[src/logic/rx_fifo_pkg.sv]
package rx_fifo_pkg;

  ////////////////////////////////////////////////////////////////////////////////
  // register byte addresses (apb, one aligned word each)
  localparam logic [11:0] ADDR_PARTITION = 12'h300;
  localparam logic [11:0] ADDR_REJECT = 12'h304;
  localparam logic [11:0] ADDR_MASK = 12'h308;
  localparam logic [11:0] ADDR_THRESH = 12'h30C;
  localparam logic [11:0] ADDR_STATUS = 12'h310;
  localparam logic [11:0] ADDR_IRQ = 12'h314;

  ////////////////////////////////////////////////////////////////////////////////
  // field positions
  localparam int PART_FIRST_DYN_LSB = 0;
  localparam int PART_FIRST_QUEUE_LSB = 8;
  localparam int PART_LAST_CFG_LSB = 16;
  localparam int PART_SPL_BIT = 24;
  localparam int PART_SYNC_BIT = 25;
  localparam int PART_SSM_BIT = 26;
  localparam int REJ_LANE_LSB = 0;
  localparam int REJ_FRAME_ID_LSB = 2;
  localparam int REJ_CYCLE_SET_LSB = 16;
  localparam int REJ_STATIC_BIT = 23;
  localparam int REJ_NULL_BIT = 24;
  localparam int MASK_LSB = 2;
  localparam int THRESH_LSB = 0;
  localparam int STAT_NE_BIT = 0;
  localparam int STAT_FLAG_BIT = 1;
  localparam int STAT_FILL_LSB = 8;
  localparam int IRQ_FLAG_BIT = 0;
  localparam int IRQ_EN_BIT = 1;

  ////////////////////////////////////////////////////////////////////////////////
  // reset values and limits
  localparam logic [7:0] PART_IDX_RESET = 8'h80;
  localparam logic [7:0] THRESH_RESET = 8'h80;
  localparam logic [7:0] MAX_BUFFERS = 8'h80;
  localparam logic [7:0] MAX_SECTION_WORDS = 8'h7F;
  localparam logic [1:0] LANE_NONE = 2'b11;
  localparam logic [1:0] LANE_A_ONLY = 2'b10;
  localparam logic [1:0] LANE_B_ONLY = 2'b01;

  // frame delivered by the protocol engine
  typedef struct packed {
    logic valid;
    logic lane_b;
    logic [10:0] frame_id;
    logic [5:0] cycle;
    logic in_static;
    logic is_null;
  } rx_frame_t;

  // whole state of the filter block
  typedef struct packed {
    logic [7:0] first_dynamic_buffer;
    logic [7:0] first_queue_buffer;
    logic [7:0] last_configured_buffer;
    logic spl;
    logic sync_en;
    logic ssm;
    logic [1:0] lane;
    logic [10:0] frame_id_filter;
    logic [6:0] cycle_set_filter;
    logic reject_static_slots;
    logic reject_null_frames;
    logic [10:0] mask;
    logic [7:0] thresh;
    logic [7:0] fill;
    logic flag;
    logic irq_flag;
    logic irq_en;
    logic store;
    logic overrun;
    logic [31:0] rdata;
  } state_t;

endpackage : rx_fifo_pkg

[src/logic/rx_fifo_reject_filter.sv]
// Contract
// - sync/single-slot mode reserves buffer 0 (and 1)
// - no validity check on partition indices
// - at most 128 buffers exist
// - data section at most 254 bytes
// - fifo buffers locked outside config states
// - reject filter writable only in config
// - lane filter: 11 none, 10 A, 01 B, 00 both
// - both lanes stored, even identical frames
// - 11-bit frame id names id to reject
// - zero mask and zero id reject nothing
// - outside cycle set every frame is rejected
// - reject static slots bit drops static frames
// - reject null frames bit drops null frames
// - mask bit one excludes id bit
// - id mask writable only in config
// - threshold writable only in config
// - flag set when fill reaches threshold
// - threshold above 128 never sets flag
// - flag rising edge sets status irq flag
// - first queue index through last forms fifo
// - flag clears when fill drops below threshold
// - fill level counts unread buffers, max 128
`timescale 1ns/1ps
module rx_fifo_reject_filter
  import rx_fifo_pkg::*;
(
  input wire logic pclk,
  input wire logic presetn,
  input wire logic psel,
  input wire logic penable,
  input wire logic pwrite,
  input wire logic [11:0] paddr,
  input wire logic [31:0] pwdata,
  output logic [31:0] prdata,
  output logic pready,
  output logic pslverr,
  input wire logic config_state,
  input wire rx_frame_t rx_frame,
  input wire logic fifo_pop,
  input wire logic hdr_wr_req,
  input wire logic [6:0] hdr_wr_index,
  input wire logic [7:0] hdr_wr_words,
  output logic hdr_wr_allow,
  output logic fifo_store,
  output logic fifo_overrun,
  output logic [7:0] fifo_fill_level,
  output logic fifo_threshold_flag,
  output logic threshold_irq
);

  state_t st_reg;
  state_t st_next;

  ////////////////////////////////////////////////////////////////////////////////
  // cycle set: highest set bit picks the repetition, bits below it the base
  function automatic logic cycle_in_set(input logic [6:0] cset, input logic [5:0] cyc);
    logic [6:0] rep_mask;
    integer i;
    rep_mask = 7'h00;
    for (i = 0; i < 7; i++) begin
      if (cset[i]) begin
        rep_mask = 7'(7'h7F >> (7 - i));
      end
    end
    return ((({1'b0, cyc} ^ cset) & rep_mask) == 7'h00);
  endfunction : cycle_in_set

  ////////////////////////////////////////////////////////////////////////////////
  // decoded apb strobes; no wait states, so pready is tied high
  logic setup_phase;
  logic wr_access;
  logic mapped;
  assign setup_phase = psel && !penable;
  assign wr_access = psel && penable && pwrite;
  assign mapped = (paddr == ADDR_PARTITION) || (paddr == ADDR_REJECT) ||
                  (paddr == ADDR_MASK) || (paddr == ADDR_THRESH) ||
                  (paddr == ADDR_STATUS) || (paddr == ADDR_IRQ);
  assign pready = 1'b1;
  assign pslverr = psel && penable && !mapped;

  ////////////////////////////////////////////////////////////////////////////////
  // fifo extent; indices are trusted as written
  logic fifo_exists;
  logic [7:0] fifo_size;
  always_comb begin
    // top index bit set means the group is absent
    fifo_exists = !st_reg.first_queue_buffer[7] && !st_reg.last_configured_buffer[7] &&
                  (st_reg.last_configured_buffer >= st_reg.first_queue_buffer);
    // size never exceeds the 128 header sections
    fifo_size = fifo_exists ?
                8'(st_reg.last_configured_buffer - st_reg.first_queue_buffer + 8'h01) :
                8'h00;
  end

  ////////////////////////////////////////////////////////////////////////////////
  // rejection criteria on the incoming frame
  logic id_hit;
  logic lane_ok;
  logic cyc_ok;
  logic accept;
  always_comb begin
    // masked bits drop out, widening the rejected set
    id_hit = (((rx_frame.frame_id ^ st_reg.frame_id_filter) & ~st_reg.mask) ==
              11'h000);
    if ((st_reg.mask == 11'h000) && (st_reg.frame_id_filter == 11'h000)) begin
      id_hit = 1'b0;
    end
    case (st_reg.lane)
      LANE_NONE: lane_ok = 1'b0;
      LANE_A_ONLY: lane_ok = !rx_frame.lane_b;
      LANE_B_ONLY: lane_ok = rx_frame.lane_b;
      default: lane_ok = 1'b1;
    endcase
    cyc_ok = cycle_in_set(st_reg.cycle_set_filter, rx_frame.cycle);
    // no dedupe across lanes: each lane's copy stands alone
    accept = rx_frame.valid && cyc_ok && lane_ok && !id_hit &&
             !(st_reg.reject_static_slots && rx_frame.in_static) &&
             !(st_reg.reject_null_frames && rx_frame.is_null) &&
             fifo_exists;
  end

  ////////////////////////////////////////////////////////////////////////////////
  // header write gate for the message buffer store
  logic in_fifo;
  logic key_slot;
  always_comb begin
    in_fifo = fifo_exists && ({1'b0, hdr_wr_index} >= st_reg.first_queue_buffer) &&
              ({1'b0, hdr_wr_index} <= st_reg.last_configured_buffer);
    // reserved buffers only when the node sends sync or single-slot frames
    key_slot = (st_reg.sync_en || st_reg.ssm) &&
               ((hdr_wr_index == 7'h00) || (st_reg.spl && (hdr_wr_index == 7'h01)));
    hdr_wr_allow = hdr_wr_req && (hdr_wr_words <= MAX_SECTION_WORDS) &&
                   (config_state || (!in_fifo && !key_slot));
  end

  ////////////////////////////////////////////////////////////////////////////////
  // next state: registers, fill level, flag, status and read data
  always_comb begin
    st_next = st_reg;
    st_next.store = 1'b0;
    st_next.overrun = 1'b0;
    // configuration writes; out of config they are dropped silently
    if (wr_access && config_state) begin
      case (paddr)
        ADDR_PARTITION: begin
          // partition is taken as written, even if inconsistent
          st_next.first_dynamic_buffer = pwdata[PART_FIRST_DYN_LSB +: 8];
          st_next.first_queue_buffer = pwdata[PART_FIRST_QUEUE_LSB +: 8];
          st_next.last_configured_buffer = pwdata[PART_LAST_CFG_LSB +: 8];
          st_next.spl = pwdata[PART_SPL_BIT];
          st_next.sync_en = pwdata[PART_SYNC_BIT];
          st_next.ssm = pwdata[PART_SSM_BIT];
        end
        ADDR_REJECT: begin
          st_next.lane = pwdata[REJ_LANE_LSB +: 2];
          st_next.frame_id_filter = pwdata[REJ_FRAME_ID_LSB +: 11];
          st_next.cycle_set_filter = pwdata[REJ_CYCLE_SET_LSB +: 7];
          st_next.reject_static_slots = pwdata[REJ_STATIC_BIT];
          st_next.reject_null_frames = pwdata[REJ_NULL_BIT];
        end
        ADDR_MASK: st_next.mask = pwdata[MASK_LSB +: 11];
        ADDR_THRESH: st_next.thresh = pwdata[THRESH_LSB +: 8];
        default: ;
      endcase
    end
    // enable is free at any time, unlike the filter settings
    if (wr_access && (paddr == ADDR_IRQ)) begin
      st_next.irq_en = pwdata[IRQ_EN_BIT];
      if (pwdata[IRQ_FLAG_BIT]) begin
        st_next.irq_flag = 1'b0;
      end
    end
    // fill level: store and pop together leave it unchanged
    if (accept) begin
      if (st_reg.fill >= fifo_size) begin
        // oldest entry gets overwritten, count stays put
        st_next.overrun = 1'b1;
        st_next.store = 1'b1;
        if (fifo_pop && (st_reg.fill != 8'h00)) begin
          st_next.fill = st_reg.fill;
        end
      end else begin
        st_next.store = 1'b1;
        if (!(fifo_pop && (st_reg.fill != 8'h00))) begin
          st_next.fill = 8'(st_reg.fill + 8'h01);
        end
      end
    end else if (fifo_pop && (st_reg.fill != 8'h00)) begin
      st_next.fill = 8'(st_reg.fill - 8'h01);
    end
    // threshold compare; values above 128 can never be met
    st_next.flag = (st_reg.thresh <= MAX_BUFFERS) &&
                   (st_reg.fill >= st_reg.thresh);
    // rising edge sets the sticky flag; set beats a same-cycle clear
    if (st_next.flag && !st_reg.flag) begin
      st_next.irq_flag = 1'b1;
    end
    // read data is latched in the setup phase so access needs no wait
    if (setup_phase) begin
      st_next.rdata = 32'h0000_0000;
      case (paddr)
        ADDR_PARTITION: begin
          st_next.rdata[PART_FIRST_DYN_LSB +: 8] = st_reg.first_dynamic_buffer;
          st_next.rdata[PART_FIRST_QUEUE_LSB +: 8] = st_reg.first_queue_buffer;
          st_next.rdata[PART_LAST_CFG_LSB +: 8] = st_reg.last_configured_buffer;
          st_next.rdata[PART_SPL_BIT] = st_reg.spl;
          st_next.rdata[PART_SYNC_BIT] = st_reg.sync_en;
          st_next.rdata[PART_SSM_BIT] = st_reg.ssm;
        end
        ADDR_REJECT: begin
          st_next.rdata[REJ_LANE_LSB +: 2] = st_reg.lane;
          st_next.rdata[REJ_FRAME_ID_LSB +: 11] = st_reg.frame_id_filter;
          st_next.rdata[REJ_CYCLE_SET_LSB +: 7] = st_reg.cycle_set_filter;
          st_next.rdata[REJ_STATIC_BIT] = st_reg.reject_static_slots;
          st_next.rdata[REJ_NULL_BIT] = st_reg.reject_null_frames;
        end
        ADDR_MASK: st_next.rdata[MASK_LSB +: 11] = st_reg.mask;
        ADDR_THRESH: st_next.rdata[THRESH_LSB +: 8] = st_reg.thresh;
        ADDR_STATUS: begin
          st_next.rdata[STAT_NE_BIT] = (st_reg.fill != 8'h00);
          st_next.rdata[STAT_FLAG_BIT] = st_reg.flag;
          st_next.rdata[STAT_FILL_LSB +: 8] = st_reg.fill;
        end
        ADDR_IRQ: begin
          st_next.rdata[IRQ_FLAG_BIT] = st_reg.irq_flag;
          st_next.rdata[IRQ_EN_BIT] = st_reg.irq_en;
        end
        default: ;
      endcase
    end
  end

  ////////////////////////////////////////////////////////////////////////////////
  // state register
  always_ff @(posedge pclk or negedge presetn) begin
    if (!presetn) begin
      st_reg <= '0;
      // index 128 in all three: no buffers and no fifo until software sets them
      st_reg.first_dynamic_buffer <= PART_IDX_RESET;
      st_reg.first_queue_buffer <= PART_IDX_RESET;
      st_reg.last_configured_buffer <= PART_IDX_RESET;
      st_reg.thresh <= THRESH_RESET;
    end else begin
      st_reg <= st_next;
    end
  end

  ////////////////////////////////////////////////////////////////////////////////
  // outputs straight from the state register
  assign prdata = st_reg.rdata;
  assign fifo_store = st_reg.store;
  assign fifo_overrun = st_reg.overrun;
  assign fifo_fill_level = st_reg.fill;
  assign fifo_threshold_flag = st_reg.flag;
  assign threshold_irq = st_reg.irq_flag && st_reg.irq_en;

endmodule : rx_fifo_reject_filter

[config.mk]
export PLATFORM = sky130hd
export DESIGN_NAME = rx_fifo_reject_filter
export DESIGN_NICKNAME = d
export VERILOG_FILES = /design/src/logic/rx_fifo_pkg.sv /design/src/logic/rx_fifo_reject_filter.sv
export SDC_FILE = /design/constraint.sdc
export NUM_CORES = 1
export LEC_CHECK = 0
export ABC_AREA = 0
export ABC_CLOCK_PERIOD_IN_PS = 4500
export BUFFER_PORTS_ARGS = -buffer_cell sky130_fd_sc_hd__buf_2
export CELL_PAD_IN_SITES_DETAIL_PLACEMENT = 1
export CELL_PAD_IN_SITES_GLOBAL_PLACEMENT = 1
export CORE_MARGIN = 3
export CORE_UTILIZATION = 44
export CTS_BUF_LIST = sky130_fd_sc_hd__clkbuf_4 sky130_fd_sc_hd__clkbuf_8
export CTS_CLUSTER_DIAMETER = 100
export DETAILED_ROUTE_END_ITERATION = 10
export GPL_TIMING_DRIVEN = 0
export PLACE_DENSITY_LB_ADDON = 0.1
export SETUP_SLACK_MARGIN = 0.05
export SLEW_MARGIN = 20
export SYNTH_ARGS = -nofsm -noshare
export SYNTH_HDL_FRONTEND = slang
export SYNTH_SLANG_ARGS = --single-unit
[constraint.sdc]
create_clock -name pclk -period 4.5 [get_ports pclk]
set_input_delay 0.9 -clock pclk [delete_from_list [all_inputs] [get_ports pclk]]
set_output_delay 0.9 -clock pclk [all_outputs]
set_load 0.02 [all_outputs]
==> results.tsv <==
metric	value	unit
status	complete, no violations	
# Max-Cap Violations	0	
Leak	3.953	nW
starting DRC count in detailed routing	367	
HPWL after detailed placement	16300	um
Syn Inst Count	664	
Reg2Reg Depth	15	
Highest Clock Rate	243.4	MHz
Worst Path Arrival	4.38	ns
fraction of layout cells with a size suffix above 1	0.3075	
Flop pwr share	0.460	
Internal Pwr Total	1.617	mW
first-pass GRT wire length	32400	um
Initial Utilization	0.4563	
FFs w/ async S/R, synth	1.000	
Final Util	0.5292	
Layout fillers	1715	
Syn. warnings	0	
critical path class	in -> reg	
period utilisation layout	0.9131	
# rows	44	
Routed WL	20820	um
P per Cell Area	316.4	mW/mm2
Synth Register Bits	108	
Diodes inserted	0	
clk buf depth	2	
post-CTS sizing	1	
total CTS buffers	9	
Area Overhead vs Synth	15.97	%
vias	5550	
worst-path fanout max	9	
routability cong.	0.9019	
combinational group share of total power	0.283	
root buffer selected by CTS	clkbuf_8	
Core ar.	0.01470	mm2
average size of a mapped cell	10.10	um2
register area share after synthesis	0.4037	
Worst setup EP type	flop	
net switching fraction of the power	0.3428	
Synth Cell Area	0.006708	mm2
number of enable flip-flop cells after synthesis	0	
grt total ovfl	0	
Sw Pwr	0.8435	mW
routed vias/inst	5.640	
Worst-Margin Slew	1.039	ns
Rel. slew slack	0.3057	
Antenna Nets Post-Route	0	
worst reg2reg endpoint	fifo_fill_level[7]$_DFFE_PN0P_	
final-stage net count	940	
Max IR drop VDD	183.8	uV
clk slew on worst S/H paths	0.10	ns
TritonCTS clock tree	yes	
largest net degree at the start of global routing	69	
die width	129.5	um
initial antenna violation count	1	
Final Hold Vio Count	0	
worst skew pair latency	0.40	ns
worst hold margin	0.4229	ns
dpl cell area	0.007562	mm2
routed len/inst	21.16	um
Tot GR Track Use	0.2545	
worst r2r src	st_reg[96]$_DFFE_PN1P_	
RSZ-0062 raised after global routing	false	
Clock H-tree levels	3	
DIE HEIGHT	129.5	um
drt pass-1 iters	6	
Tmin final	4.109	ns
Setup crit start kind	input port	
number of I/O port buffers	115	
vias in the first global route	5826	
clock skew	0.01894	ns
clk sinks	108	
Final Max Tran Viols	0	
drc violations	0	
Req. time, crit path	4.77	ns
Finish-stage setup viols	0	
unique cell type count in the Yosys netlist	64	
most used flip-flop cell after synthesis	dfrtp_1	
min-delay worst type	in -> async	
I/O pin cnt	135	
die area	0.01676	mm2
Clock power frac	0.257	
setup_tns	0	ns
cts hold-fix bufs	0	
fin area	0.007779	mm2
max reg flops	70	
reg-to-reg slack, setup	0.40	ns
Post-CTS Setup Inserts	0	
## worst max-delay path by stage
stage / endpoint / cells past startpoint / startpoint
floorplan: fifo_fill_level[7]$_DFFE_PN0P_ / 13 / rx_frame[19]
global placement: fifo_fill_level[7]$_DFFE_PN0P_ / 14 / rx_frame[19]
detailed placement: fifo_fill_level[7]$_DFFE_PN0P_ / 14 / rx_frame[19]
CTS: fifo_fill_level[7]$_DFFE_PN0P_ / 15 / st_reg[96]$_DFFE_PN1P_
global route: fifo_fill_level[1]$_DFFE_PN0P_ / 20 / st_reg[90]$_DFFE_PN0P_
finish: fifo_fill_level[7]$_DFFE_PN0P_ / 14 / rx_frame[19]
## metrics by stage
stage	total power, mW	instances	setup WS, ns
3_3_place_gp	1.793	967	-0.1057
2_1_floorplan	1.574	668	0.7191
6_report	2.461	984	0.3911
4_1_cts	2.485	984	0.2143
5_1_grt	2.598	984	0.1190
3_5_place_dp	1.846	968	-0.1974
## power by group through the flow
stage / registers, mW / clock network (mW) / logic, mW
final: 1.13 / 0.633 / 0.697
after global routing: 1.14 / 0.687 / 0.773
after detailed placement: 1.15 / 0 / 0.691
after CTS: 1.14 / 0.654 / 0.695
after floorplan: 1.08 / 0 / 0.490
after global placement: 1.15 / 0 / 0.641
## critical path: stages
cell     delay (ns)
buf_2          0.10
mux2i_1        0.37
nand3_1        0.13
or3_4          0.41
nor4_4         0.36
nand3_2        0.32
ha_1           0.38
a21o_1         0.16
a21oi_1        0.24
nor2b_1        0.08
o21a_1         0.19
o41a_1         0.32
mux2_2         0.29
xor2_1         0.14
## area by class of cell
type / count / area (um2) / share of cell area
clock inverter: 6 / 72.57 / 0.009329
buffer: 67 / 416.7 / 0.05356
timing repair buffer: 116 / 609.3 / 0.07833
tap: 184 / 230.2 / 0.02960
sequential: 108 / 2708 / 0.3481
inverter: 34 / 127.6 / 0.01641
clock buffer: 10 / 131.4 / 0.01689
multi-input combinational: 459 / 3483 / 0.4478
## logic make-up (layout without fill, tap and decap cells)
logic type,after synthesis,in the layout,share of synthesized area
and+or+nand+nor,156,156,0.1201
xor gates and xnor gates,27,27,0.03526
AOI/OAI and AO/OA,157,157,0.1539
muxes,55,55,0.09159
other,2,6,0.001120
buffers and inverters,101,233,0.08096
adders and majority gates,58,58,0.1134
DFF,108,108,0.4037
## cells in the mapped netlist (2+ instances only)
| library cell | number | share of area |
|---|---|---|
| o41ai_1 | 2 | 0.0026 |
| buf_1 | 2 | 0.0011 |
| fa_1 | 5 | 0.015 |
| a221oi_1 | 6 | 0.0078 |
| nor2b_1 | 6 | 0.0056 |
| nor2_1 | 21 | 0.012 |
| a22oi_1 | 13 | 0.015 |
| o22ai_1 | 5 | 0.0047 |
| inv_1 | 34 | 0.019 |
| o221a_2 | 2 | 0.0034 |
| and2_1 | 4 | 0.0037 |
| mux2_2 | 47 | 0.079 |
| nand4_1 | 2 | 0.0019 |
| a21o_1 | 18 | 0.020 |
| ha_1 | 52 | 0.097 |
| a222oi_1 | 6 | 0.0090 |
| nor4b_1 | 2 | 0.0026 |
| xor2_1 | 6 | 0.0078 |
| conb_1 | 2 | 0.0011 |
| buf_2 | 2 | 0.0015 |
| mux2i_1 | 7 | 0.010 |
| a31oi_1 | 3 | 0.0028 |
| nand2_1 | 74 | 0.041 |
| clkbuf_1 | 21 | 0.012 |
| nand3_1 | 7 | 0.0052 |
| o21ai_0 | 53 | 0.040 |
| nor4_1 | 8 | 0.0075 |
| dfrtp_1 | 104 | 0.39 |
| a22o_1 | 5 | 0.0065 |
| a21oi_1 | 26 | 0.019 |
| o31ai_1 | 4 | 0.0045 |
| and4_2 | 2 | 0.0030 |
| dfstp_2 | 4 | 0.016 |
| and4_1 | 3 | 0.0039 |
| nor4_4 | 2 | 0.0063 |
| buf_4 | 41 | 0.046 |
| xnor2_1 | 21 | 0.027 |
| nor3_1 | 7 | 0.0052 |
| nand2b_1 | 7 | 0.0065 |
| a22o_2 | 4 | 0.0060 |
## routing by layer
layer / up-vias / track usage / routed length, um
met4: 0 / 0.07274 / 355
li1: 2595 / - / -
met5: - / 0 / 0
met2: 148 / 0.4424 / 10370
met1: 2786 / 0.3327 / 9123
met3: 21 / 0.03545 / 973
## placed cells by master (no fill, tap or decap), types with 6 or more instances in the layout
cell type,n
buf_2,116
dfrtp_1,104
nand2_1,74
o21ai_0,53
ha_1,52
mux2_2,47
buf_4,41
inv_1,34
a21oi_1,26
xnor2_1,21
nor2_1,21
clkbuf_1,20
a21o_1,18
a22oi_1,13
clkbuf_8,9
nor4_1,8
mux2i_1,7
nor3_1,7
nand2b_1,7
nand3_1,6
xor2_1,6
nor2b_1,6
a221oi_1,6
a222oi_1,6
conb_1,6
(Power assumes the default switching activity.)
